==> src/logic/crl_pkg.sv <==
package crl_pkg;

    // ------------------------------------------------------------------
    // Geometry
    // ------------------------------------------------------------------
    localparam int NUM_CH = 3;
    localparam int CNT_W = 16;

    // ------------------------------------------------------------------
    // Port addresses on the parallel bus
    // ------------------------------------------------------------------
    localparam logic [1:0] ADDR_CTRL_WORD = 2'h3;

    // ------------------------------------------------------------------
    // Control word fields
    // ------------------------------------------------------------------
    localparam int CW_SC_LO = 6;
    localparam int CW_RL_LO = 4;
    localparam int CW_SET_W = 6;
    localparam logic [1:0] SC_READ_BACK = 2'h3;
    localparam logic [1:0] ACC_LATCH = 2'h0;
    localparam logic [1:0] ACC_LSB = 2'h1;
    localparam logic [1:0] ACC_MSB = 2'h2;
    localparam logic [1:0] ACC_WORD = 2'h3;

    // ------------------------------------------------------------------
    // Read-back command fields
    // ------------------------------------------------------------------
    localparam int RB_COUNT_N_BIT = 5;
    localparam int RB_STATUS_N_BIT = 4;
    localparam int RB_SEL_LO = 1;

    // ------------------------------------------------------------------
    // Status byte layout and reset values
    // ------------------------------------------------------------------
    localparam int ST_OUT_BIT = 7;
    localparam int ST_NULL_BIT = 6;
    localparam logic [5:0] CTRL_RST = 6'h00;
    localparam logic NULL_RST = 1'b0;
    localparam logic [7:0] IDLE_READ = 8'h00;

    // ------------------------------------------------------------------
    // Byte pointer of a two-byte access
    // ------------------------------------------------------------------
    typedef enum logic {CRL_BYTE_LO, CRL_BYTE_HI} crl_byte_t;

endpackage

==> src/logic/crl_count_elem.sv <==
`timescale 1ns/1ns
module crl_count_elem #(
    parameter int CNT_W = 16
) (
    // Clock and reset
    input wire logic ref_clk,
    input wire logic rst_n,
    // Programming from the bus side
    input wire logic ctrl_wr,
    input wire logic cr_wr,
    input wire logic [CNT_W-1:0] cr_value,
    // Counter pins
    input wire logic cnt_clk,
    input wire logic cnt_gate,
    // Counting state
    output logic [CNT_W-1:0] ce_value,
    output logic out_level,
    output logic null_count
);

    logic cnt_clk_q;
    logic [CNT_W-1:0] cr_r;
    logic [CNT_W-1:0] ce_r;
    logic load_pend_r;
    logic armed_r;
    logic out_r;
    logic null_r;
    logic clk_rise;
    logic load_now;

    // Count clock edge; only a plain down count is modelled here.
    assign clk_rise = cnt_clk & ~cnt_clk_q;
    assign load_now = clk_rise & load_pend_r;

    // Edge history of the count clock.
    always_ff @(posedge ref_clk) begin
        if (!rst_n) begin
            cnt_clk_q <= 1'b0;
        end else begin
            cnt_clk_q <= cnt_clk;
        end
    end

    // Count register holds the last complete value written.
    always_ff @(posedge ref_clk) begin
        if (!rst_n) begin
            cr_r <= '0;
        end else if (cr_wr) begin
            cr_r <= cr_value;
        end
    end

    // A fresh value waits for the next count clock edge.
    always_ff @(posedge ref_clk) begin
        if (!rst_n) begin
            load_pend_r <= 1'b0;
        end else if (cr_wr) begin
            load_pend_r <= 1'b1;
        end else if (clk_rise) begin
            load_pend_r <= 1'b0;
        end
    end

    // Counting element.
    always_ff @(posedge ref_clk) begin
        if (!rst_n) begin
            ce_r <= '0;
        end else if (load_now) begin
            ce_r <= cr_r;
        end else if (clk_rise && armed_r && cnt_gate) begin
            ce_r <= ce_r - 1'b1;
        end
    end

    // Running flag and terminal count output.
    always_ff @(posedge ref_clk) begin
        if (!rst_n || ctrl_wr) begin
            armed_r <= 1'b0;
            out_r <= 1'b0;
        end else if (load_now) begin
            armed_r <= 1'b1;
            out_r <= 1'b0;
        end else if (clk_rise && armed_r && cnt_gate && ce_r == CNT_W'(1)) begin
            out_r <= 1'b1;
        end
    end

    // Null count: a write in the same cycle as a load keeps it set.
    always_ff @(posedge ref_clk) begin
        if (!rst_n) begin
            null_r <= crl_pkg::NULL_RST;
        end else if (ctrl_wr || cr_wr) begin
            null_r <= 1'b1; // [RULE13]
        end else if (load_now) begin
            null_r <= 1'b0; // [RULE13]
        end
    end

    assign ce_value = ce_r;
    assign out_level = out_r;
    assign null_count = null_r;

endmodule

==> src/logic/crl_out_latch.sv <==
`timescale 1ns/1ns
module crl_out_latch #(
    parameter int CNT_W = 16
) (
    // Clock and reset
    input wire logic ref_clk,
    input wire logic rst_n,
    // Requests from the bus side
    input wire logic ctrl_wr,
    input wire logic cnt_latch_req,
    input wire logic sts_latch_req,
    input wire logic rd_done,
    input wire logic [1:0] access_size,
    // Live values
    input wire logic [CNT_W-1:0] ce_value,
    input wire logic [7:0] status_now,
    // Byte the next read returns
    output logic [7:0] rd_byte
);

    logic [CNT_W-1:0] output_latch_r;
    logic cnt_held_r;
    logic [7:0] sts_r;
    logic sts_held_r;
    crl_pkg::crl_byte_t rd_ptr_r;
    logic [CNT_W-1:0] value;
    logic last_byte;

    // Status goes first, then the held count, otherwise the live count.
    always_comb begin
        value = cnt_held_r ? output_latch_r : ce_value;
        if (sts_held_r) begin
            rd_byte = sts_r; // [RULE17]
        end else if (access_size == crl_pkg::ACC_MSB) begin
            rd_byte = value[15:8];
        end else if (access_size == crl_pkg::ACC_WORD && rd_ptr_r == crl_pkg::CRL_BYTE_HI) begin
            rd_byte = value[15:8]; // [RULE18]
        end else begin
            rd_byte = value[7:0]; // [RULE18]
        end
    end

    assign last_byte = (access_size != crl_pkg::ACC_WORD) || (rd_ptr_r == crl_pkg::CRL_BYTE_HI);

    // Read byte pointer; a status read does not advance it.
    always_ff @(posedge ref_clk) begin
        if (!rst_n || ctrl_wr) begin
            rd_ptr_r <= crl_pkg::CRL_BYTE_LO;
        end else if (rd_done && !sts_held_r && access_size == crl_pkg::ACC_WORD) begin
            case (rd_ptr_r)
                crl_pkg::CRL_BYTE_LO: rd_ptr_r <= crl_pkg::CRL_BYTE_HI; // [RULE18]
                crl_pkg::CRL_BYTE_HI: rd_ptr_r <= crl_pkg::CRL_BYTE_LO;
                default: rd_ptr_r <= crl_pkg::CRL_BYTE_LO;
            endcase
        end
    end

    // Count latch: first request wins, released after its last byte.
    always_ff @(posedge ref_clk) begin
        if (!rst_n || ctrl_wr) begin
            cnt_held_r <= 1'b0; // [RULE3]
        end else if (rd_done && !sts_held_r && cnt_held_r && last_byte) begin
            cnt_held_r <= 1'b0; // [RULE9]
        end else if (cnt_latch_req && !cnt_held_r) begin
            cnt_held_r <= 1'b1; // [RULE2]
        end
    end

    // Captured count, untouched while a value is still unread.
    always_ff @(posedge ref_clk) begin
        if (!rst_n) begin
            output_latch_r <= '0;
        end else if (cnt_latch_req && !cnt_held_r) begin
            output_latch_r <= ce_value; // [RULE4] [RULE10]
        end
    end

    // Status latch: first request wins, released by one read.
    always_ff @(posedge ref_clk) begin
        if (!rst_n || ctrl_wr) begin
            sts_held_r <= 1'b0;
            sts_r <= '0;
        end else if (rd_done && sts_held_r) begin
            sts_held_r <= 1'b0;
        end else if (sts_latch_req && !sts_held_r) begin
            sts_held_r <= 1'b1; // [RULE15]
            sts_r <= status_now;
        end
    end

endmodule

==> src/logic/crl_top.sv <==
// Notes on behaviour
// [RULE1] Host halts gate or clock before a direct unlatched read.
// [RULE2] Latch command copies the live count without disturbing counting.
// [RULE3] Latched count stays until read or a new control word.
// [RULE4] Further latch commands are ignored while a value is unread.
// [RULE5] Latch command: counter select in top bits, access field zero.
// [RULE6] Reading and writing one counter keep separate byte pointers.
// [RULE7] Read-back select bits 3, 2, 1 pick counters 2, 1, 0.
// [RULE8] Read-back has bits 7,6 set; bit 5 low count, bit 4 low status.
// [RULE9] Reading a counter releases only that counter's latches.
// [RULE10] Repeated read-back count latches before a read are ignored.
// [RULE11] Status low six bits hold the last control word settings.
// [RULE12] Status bit 7 shows the counter output pin level.
// [RULE13] Null count sets on writes, clears when count is loaded.
// [RULE14] Null count per counter; two-byte count sets it on byte two.
// [RULE15] Repeated status latches before a read are ignored.
// [RULE16] Count and status together act as two separate latches.
// [RULE17] With both latched, first read gives status, then count.
// [RULE18] Two-byte latched count reads low then high, then releases.
`timescale 1ns/1ns
module crl_top #(
    parameter int NUM_CH = crl_pkg::NUM_CH,
    parameter int CNT_W = crl_pkg::CNT_W
) (
    // Clock and reset
    input wire logic ref_clk,
    input wire logic rst_n,
    // Parallel host port
    input wire logic cs_n,
    input wire logic rd_n,
    input wire logic wr_n,
    input wire logic [1:0] addr,
    input wire logic [7:0] data_in,
    output logic [7:0] data_out,
    output logic data_oe,
    // Counter pins
    input wire logic [NUM_CH-1:0] cnt_clk,
    input wire logic [NUM_CH-1:0] cnt_gate,
    output logic [NUM_CH-1:0] cnt_out
);

    // ------------------------------------------------------------------
    // Decode helpers
    // ------------------------------------------------------------------

    // True when a two-bit select names channel ch.
    function automatic logic sel_match(input logic [1:0] sel, input int ch);
        sel_match = (sel == 2'(ch));
    endfunction

    // True when a read-back command picks channel ch.
    function automatic logic rb_pick(input logic [7:0] cw, input int ch);
        rb_pick = cw[crl_pkg::RB_SEL_LO + ch]; // [RULE7]
    endfunction

    // ------------------------------------------------------------------
    // Bus strobe sampling
    // ------------------------------------------------------------------
    logic rd_n_q;
    logic wr_n_q;
    logic cs_n_q;
    logic [1:0] addr_q;
    logic [7:0] data_q;
    logic rd_start;
    logic rd_end;
    logic wr_end;
    logic rd_active_r;
    logic [1:0] rd_addr_r;
    logic [7:0] data_out_r;

    // The write is taken at the rising edge of the write strobe, with
    // address and data as they stood in the last cycle it was low.
    always_ff @(posedge ref_clk) begin
        if (!rst_n) begin
            rd_n_q <= 1'b1;
            wr_n_q <= 1'b1;
            cs_n_q <= 1'b1;
            addr_q <= '0;
            data_q <= '0;
        end else begin
            rd_n_q <= rd_n;
            wr_n_q <= wr_n;
            cs_n_q <= cs_n;
            addr_q <= addr;
            data_q <= data_in;
        end
    end

    assign rd_start = rd_n_q & ~rd_n & ~cs_n & ~rd_active_r;
    assign rd_end = rd_active_r & rd_n;
    assign wr_end = ~wr_n_q & wr_n & ~cs_n_q;

    // ------------------------------------------------------------------
    // Control word decode
    // ------------------------------------------------------------------
    logic cw_wr;
    logic [1:0] cw_sel;
    logic [1:0] cw_acc;
    logic is_rb;

    assign cw_wr = wr_end & (addr_q == crl_pkg::ADDR_CTRL_WORD);
    assign cw_sel = data_q[crl_pkg::CW_SC_LO +: 2];
    assign cw_acc = data_q[crl_pkg::CW_RL_LO +: 2];
    assign is_rb = (cw_sel == crl_pkg::SC_READ_BACK); // [RULE8]

    // ------------------------------------------------------------------
    // Per-channel write path, latches and counting
    // ------------------------------------------------------------------
    logic [7:0] rd_byte [NUM_CH];

    genvar gi;
    generate
        for (gi = 0; gi < NUM_CH; gi++) begin : g_ch
            logic ctrl_wr;
            logic data_wr;
            logic cnt_latch_req;
            logic sts_latch_req;
            logic rd_done;
            logic cr_wr;
            logic [CNT_W-1:0] cr_value;
            logic [CNT_W-1:0] ce_value;
            logic out_level;
            logic null_count;
            logic [7:0] status_now;
            logic [crl_pkg::CW_SET_W-1:0] ctrl_r;
            logic [7:0] lsb_hold_r;
            crl_pkg::crl_byte_t wr_ptr_r;

            // A control word with a zero access field is a latch command
            // and leaves the programmed settings alone.
            assign ctrl_wr = cw_wr & !is_rb & sel_match(cw_sel, gi) &
                             (cw_acc != crl_pkg::ACC_LATCH);
            assign data_wr = wr_end & sel_match(addr_q, gi);

            // Combined count and status requests are simply two requests.
            assign cnt_latch_req = cw_wr & ((!is_rb & sel_match(cw_sel, gi) &
                                   (cw_acc == crl_pkg::ACC_LATCH)) | // [RULE5]
                                   (is_rb & !data_q[crl_pkg::RB_COUNT_N_BIT] &
                                   rb_pick(data_q, gi))); // [RULE8] [RULE16]
            assign sts_latch_req = cw_wr & is_rb & !data_q[crl_pkg::RB_STATUS_N_BIT] &
                                   rb_pick(data_q, gi); // [RULE8] [RULE16]
            assign rd_done = rd_end & sel_match(rd_addr_r, gi); // [RULE9]

            // Status byte from live output level, null flag and settings.
            always_comb begin
                status_now = {out_level, null_count, ctrl_r}; // [RULE11] [RULE12]
            end

            // Last programmed settings of this channel.
            always_ff @(posedge ref_clk) begin
                if (!rst_n) begin
                    ctrl_r <= crl_pkg::CTRL_RST;
                end else if (ctrl_wr) begin
                    ctrl_r <= data_q[crl_pkg::CW_SET_W-1:0]; // [RULE11]
                end
            end

            // Count register value; only a complete value reaches the
            // counting element, so the null flag waits for byte two.
            always_comb begin
                cr_wr = 1'b0;
                cr_value = '0;
                if (data_wr) begin
                    case (ctrl_r[crl_pkg::CW_RL_LO +: 2])
                        crl_pkg::ACC_LSB: begin
                            cr_wr = 1'b1;
                            cr_value = {8'h00, data_q};
                        end
                        crl_pkg::ACC_MSB: begin
                            cr_wr = 1'b1;
                            cr_value = {data_q, 8'h00};
                        end
                        crl_pkg::ACC_WORD: begin
                            cr_wr = (wr_ptr_r == crl_pkg::CRL_BYTE_HI); // [RULE14]
                            cr_value = {data_q, lsb_hold_r};
                        end
                        default: begin
                            cr_wr = 1'b0;
                        end
                    endcase
                end
            end

            // Write byte pointer, separate from the read pointer so that
            // reads and writes of one counter may interleave.
            always_ff @(posedge ref_clk) begin
                if (!rst_n || ctrl_wr) begin
                    wr_ptr_r <= crl_pkg::CRL_BYTE_LO;
                    lsb_hold_r <= '0;
                end else if (data_wr && ctrl_r[crl_pkg::CW_RL_LO +: 2] == crl_pkg::ACC_WORD) begin
                    case (wr_ptr_r)
                        crl_pkg::CRL_BYTE_LO: begin
                            wr_ptr_r <= crl_pkg::CRL_BYTE_HI; // [RULE6]
                            lsb_hold_r <= data_q;
                        end
                        crl_pkg::CRL_BYTE_HI: begin
                            wr_ptr_r <= crl_pkg::CRL_BYTE_LO; // [RULE6]
                        end
                        default: begin
                            wr_ptr_r <= crl_pkg::CRL_BYTE_LO;
                        end
                    endcase
                end
            end

            crl_count_elem #(
                .CNT_W(CNT_W)
            ) u_elem (
                .ref_clk(ref_clk),
                .rst_n(rst_n),
                .ctrl_wr(ctrl_wr),
                .cr_wr(cr_wr),
                .cr_value(cr_value),
                .cnt_clk(cnt_clk[gi]),
                .cnt_gate(cnt_gate[gi]),
                .ce_value(ce_value),
                .out_level(out_level),
                .null_count(null_count)
            );

            crl_out_latch #(
                .CNT_W(CNT_W)
            ) u_latch (
                .ref_clk(ref_clk),
                .rst_n(rst_n),
                .ctrl_wr(ctrl_wr),
                .cnt_latch_req(cnt_latch_req),
                .sts_latch_req(sts_latch_req),
                .rd_done(rd_done),
                .access_size(ctrl_r[crl_pkg::CW_RL_LO +: 2]),
                .ce_value(ce_value),
                .status_now(status_now),
                .rd_byte(rd_byte[gi])
            );

            assign cnt_out[gi] = out_level;
        end
    endgenerate

    // ------------------------------------------------------------------
    // Read data path
    // ------------------------------------------------------------------

    // The byte is frozen at the start of the strobe so that a change of
    // the live count during the read cannot tear the bus value; side
    // effects on the latches happen only when the strobe ends.
    always_ff @(posedge ref_clk) begin
        if (!rst_n) begin
            rd_active_r <= 1'b0;
            rd_addr_r <= '0;
            data_out_r <= crl_pkg::IDLE_READ;
        end else if (rd_start) begin
            rd_active_r <= 1'b1;
            rd_addr_r <= addr;
            if (addr == crl_pkg::ADDR_CTRL_WORD) begin
                data_out_r <= crl_pkg::IDLE_READ;
            end else begin
                data_out_r <= rd_byte[addr];
            end
        end else if (rd_end) begin
            rd_active_r <= 1'b0;
            rd_addr_r <= crl_pkg::ADDR_CTRL_WORD;
        end
    end

    assign data_out = data_out_r;
    assign data_oe = rd_active_r;

endmodule

==> config.mk <==
export PLATFORM = sky130hd
export DESIGN_NAME = crl_top
export DESIGN_NICKNAME = d
export VERILOG_FILES = /design/src/logic/crl_pkg.sv /design/src/logic/crl_count_elem.sv /design/src/logic/crl_out_latch.sv /design/src/logic/crl_top.sv
export SDC_FILE = /design/constraint.sdc
export NUM_CORES = 1
export LEC_CHECK = 0
export ABC_AREA = 0
export BUFFER_PORTS_ARGS = -buffer_cell sky130_fd_sc_hd__buf_2
export CAP_MARGIN = 30
export CORE_MARGIN = 2
export CORE_UTILIZATION = 35
export CTS_CLUSTER_SIZE = 24
export DETAILED_ROUTE_END_ITERATION = 8
export HOLD_SLACK_MARGIN = 0.06
export PLACE_DENSITY_LB_ADDON = 0.25
export SLEW_MARGIN = 40
export SYNTH_ARGS = -nofsm -noshare
export SYNTH_HDL_FRONTEND = slang
export SYNTH_HIERARCHICAL = 1
export SYNTH_SLANG_ARGS = --single-unit
==> constraint.sdc <==
create_clock -name ref_clk -period 6.95 [get_ports ref_clk]
set_input_delay 0.3475 -clock ref_clk [delete_from_list [all_inputs] [get_ports ref_clk]]
set_output_delay 0.3475 -clock ref_clk [all_outputs]
set_load 0.1 [all_outputs]
==> impl_metrics.toml <==
[layout]
area_growth_syn_to_layout_pct = 10.3
fin_util = 0.391
finish.instance_area_mm2 = 0.0147
number_of_standard_cells_in_the_final_layout_excluding_fillers = 2042
mostFrequentLayoutCell = "sky130_fd_sc_hd__dfxtp_1"
finish.net_count = 1543
layout_common_cells = "sky130_fd_sc_hd__dfxtp_1, sky130_fd_sc_hd__nand2_1, sky130_fd_sc_hd__mux2i_1, sky130_fd_sc_hd__nor2_1, sky130_fd_sc_hd__a21oi_1"
num-fill-cells = 3823
proportion_of_layout_cells_with_a_drive_suffix_above_1 = 0.113

[critical_path]
worst-r2r-setup-slack_ps = 4180
critical_path_required_ps = 7430
rr_endpoint = "g_ch[1].u_latch/sts_r[5]$_SDFFE_PP0P_"
worstRegToRegCells = 6
crit_buf_inv = 1
worst_path_dominant_cell_family = "simple AND/OR/NAND/NOR gates"
critical_path_destination = "g_ch[1].u_latch/sts_r[5]$_SDFFE_PP0P_"
critical_path.slowest_cell = "sky130_fd_sc_hd__dfxtp_1"
critical_path_depth = 6
timing.critical_path.slowest_cell_delay_ps = 700
worst-endpoint-arrival_ps = 3250
endpoint_kind = "flop"
crit_chain = "inv_1 -> nor4_1 -> and2_1 -> nor2b_1 -> nand2_1 -> a21oi_1"
reg2reg_from = "addr_q[1]$_SDFF_PN0_"
critical_path_class = "reg -> reg"
worstPathMaxFanout = 17
cp-start-kind = "flop"
crit_start = "addr_q[1]$_SDFF_PN0_"

[hold_path]
hold_path_class = "in -> reg"

[synthesis]
netlist_area_mm2 = 0.0133
synth_edf_count = 0
synthesis.nets = 1577
syn_avg_cell_area_um2 = 8.65
netlist-cell-type-count = 60
synthCells = 1541
synth-seq-cells = 261
synthesis.yosys.warnings = 6
asyncSetResetFlopFracSynth = 0
portion_of_the_post_synthesis_area_used_by_sequential_elements = 0.392
ys.flop_type = "sky130_fd_sc_hd__dfxtp_1"

[pwr]
vdd.ir_drop.worst_mv = 0.195
pwr_cell_area_mw_per_mm2 = 217
power.static_leakage_nw = 5.05

[route]
wl_per_cell_um = 17.4
finalWirelength_um = 35500
drc = 0
detail_route.vias_per_cell = 5.34
drtIter0Drc = 827
ant_nets = 0
detailroute.via_count = 10900
first_pass_iters = 7

[sta]
timing.final.crit_period_ps = 2770
slew_at_the_pin_with_the_worst_max_slew_slack_ps = 844
finalCritPeriodShare = 0.399
timing.fmax_mhz = 360
fin_worst_skew_ps = 29.2
fin_setup_tns_ps = 0
timing_max_transition_violations_final = 0
layout_setup_ws_ps = 4180
setup_viol_count_final = 0
hold_viol = 0
max-slew-margin-rel = 0.431
rsz0062_at_grt = "false"

[floorplanning]
die-area_mm2 = 0.0397
starting_utilization_of_the_core_area = 0.355
core_mm2 = 0.0376
core.rowCount = 71
die-height_um = 199
design.portCount = 33
die_w_um = 199

[clock_tree]
clkSinkCount = 261
tritoncts = "yes"
cts-root-to-sink-buffers = 3
cts-htree-levels = 1
cts_inserted_buffers = 31
clkSlewWorstSetupHoldPaths_ps = 60
post_cts_resize_count = 0
root_buffer = "sky130_fd_sc_hd__clkbuf_16"
clk_latency_ps = 580

[placed_design]
final_weighted_congestion_in_routability_driven_placement = 0.817
place.port_buffers = 32
placed_cells_incl_taps = 1972
post-place-ws_ps = 4180
placed_cell_area_mm2 = 0.0136
hpwlAfterDp_um = 24100

[global_routing]
grt_first_pass_wirelength_um = 57400
overflow = 0
maximum_number_of_pins_on_one_net_before_global_route_repair = 71
grt_antenna_before_repair = 0
gr-usage-all-layers = 0.179
vias_in_the_first_global_route = 10300

[flow_run]
maxCapViolations = 0

[status]
outcome = "completed"
[sequential cells by signal (all words and copies together), names as in the netlist, 3 cells and up]
signal                       flops
g_ch.u_elem/load_pend_r          3
g_ch.ctrl_r                     18
data_q                           8
g_ch.u_elem/out_level            3
g_ch.lsb_hold_r                 24
g_ch.u_latch/sts_held_r          3
g_ch.u_elem/null_count           3
g_ch.wr_ptr_r                    3
g_ch.u_latch/output_latch_r     48
g_ch.u_latch/rd_ptr_r            3
data_out                         8
g_ch.u_elem/cr_r                48
g_ch.u_latch/sts_r              24
g_ch.u_elem/ce_value            48
g_ch.u_latch/cnt_held_r          3
g_ch.u_elem/cnt_clk_q            3
g_ch.u_elem/armed_r              3
[synthesized netlist by cell type, types with 21 or more instances]
master                     instances  area, um^2
sky130_fd_sc_hd__a21boi_1         30         225
sky130_fd_sc_hd__clkbuf_1         54         203
sky130_fd_sc_hd__o31ai_2          25         313
sky130_fd_sc_hd__nor2b_1          38         238
sky130_fd_sc_hd__a21oi_1          70         350
sky130_fd_sc_hd__and2_1           40         250
sky130_fd_sc_hd__and3_1           31         194
sky130_fd_sc_hd__o21ai_0          46         230
sky130_fd_sc_hd__dfxtp_1         261        5230
sky130_fd_sc_hd__mux2i_1         110        1100
sky130_fd_sc_hd__nand2_1         230         863
sky130_fd_sc_hd__a221oi_1         21         184
sky130_fd_sc_hd__o22ai_1          24         150
sky130_fd_sc_hd__buf_2            29         145
sky130_fd_sc_hd__nor2_1          112         420
sky130_fd_sc_hd__a22oi_1          57         428
sky130_fd_sc_hd__inv_1            21        78.8
sky130_fd_sc_hd__nand3_1          39         195
sky130_fd_sc_hd__nand2b_1         34         213
[layout make-up]
cell class | count | area (um^2) | share of cell area
Sequential cell | 261 | 5230 | 0.356
Multi-Input combinational cell | 1138 | 7410 | 0.504
Inverter | 21 | 78.8 | 0.00536
Clock inverter | 6 | 51.3 | 0.00349
Tap cell | 511 | 639 | 0.0435
Antenna cell | 2 | 5.00 | 0.000340
Clock buffer | 49 | 923 | 0.0628
Timing Repair Buffer | 54 | 360 | 0.0245
[worst register-to-register path, stage by stage, from the launching register on]
cell and delay, ps:
sky130_fd_sc_hd__dfxtp_1 700, sky130_fd_sc_hd__inv_1 240, sky130_fd_sc_hd__nor4_1 700, sky130_fd_sc_hd__and2_1 240, sky130_fd_sc_hd__nor2b_1 520, sky130_fd_sc_hd__nand2_1 120
sky130_fd_sc_hd__a21oi_1 160
[metrics by stage]
stage	total power [mW]	hold slack (ps)
2_1_floorplan	1.62	430
3_3_place_gp	1.66	440
3_5_place_dp	1.66	443
4_1_cts	3.22	117
5_1_grt	3.29	128
6_report	3.19	138
[routing by layer]
metal  GRT usage  vias to the layer above  routed length, um
met5           0                        -                  0
met2       0.288                      216              16100
met3      0.0199                       45               1430
met1       0.255                     5235              17300
li1            -                     5404                  -
met4      0.0437                        0                747
[what timing repair did]
item	4_1_cts	5_1_grt
setup buffers	0	0
hold buffers	13	0
hold endpoints to repair	13	0
[cells by family after synthesis]
logic type,share of synthesized area
AO/OA/AOI/OAI,0.192
XOR/XNOR,0.0158
adder cells (fa/ha/maj),0.0141
buffers and inverters,0.0574
flip-flops,0.392
multiplexers,0.0826
AND/OR/NAND/NOR,0.246
[where the power goes]
part	total (mW)	leakage, nW	switching (mW)	internal, mW
clock	1.55	0.478	0.645	0.907
combinational	0.113	2.46	0.0810	0.0317
sequential	1.52	2.11	0.0161	1.51
[worst min-delay path by stage]
stage | from | to | cells after the start
final | cs_n | cs_n_q$_SDFF_PN1_ | 3
after global routing | cs_n | cs_n_q$_SDFF_PN1_ | 3
after CTS | cs_n | cs_n_q$_SDFF_PN1_ | 3
after detailed placement | g_ch[2].ctrl_r[1]$_SDFFE_PN0P_ | g_ch[2].u_latch/sts_r[1]$_SDFFE_PP0P_ | 2
after global placement | g_ch[0].u_latch/output_latch_r[11]$_SDFFE_PN0P_ | g_ch[0].u_latch/output_latch_r[11]$_SDFFE_PN0P_ | 2
after floorplan | g_ch[0].ctrl_r[0]$_SDFFE_PN0P_ | g_ch[0].u_latch/sts_r[0]$_SDFFE_PP0P_ | 2
No activity file was read; power rests on OpenSTA's default activity.
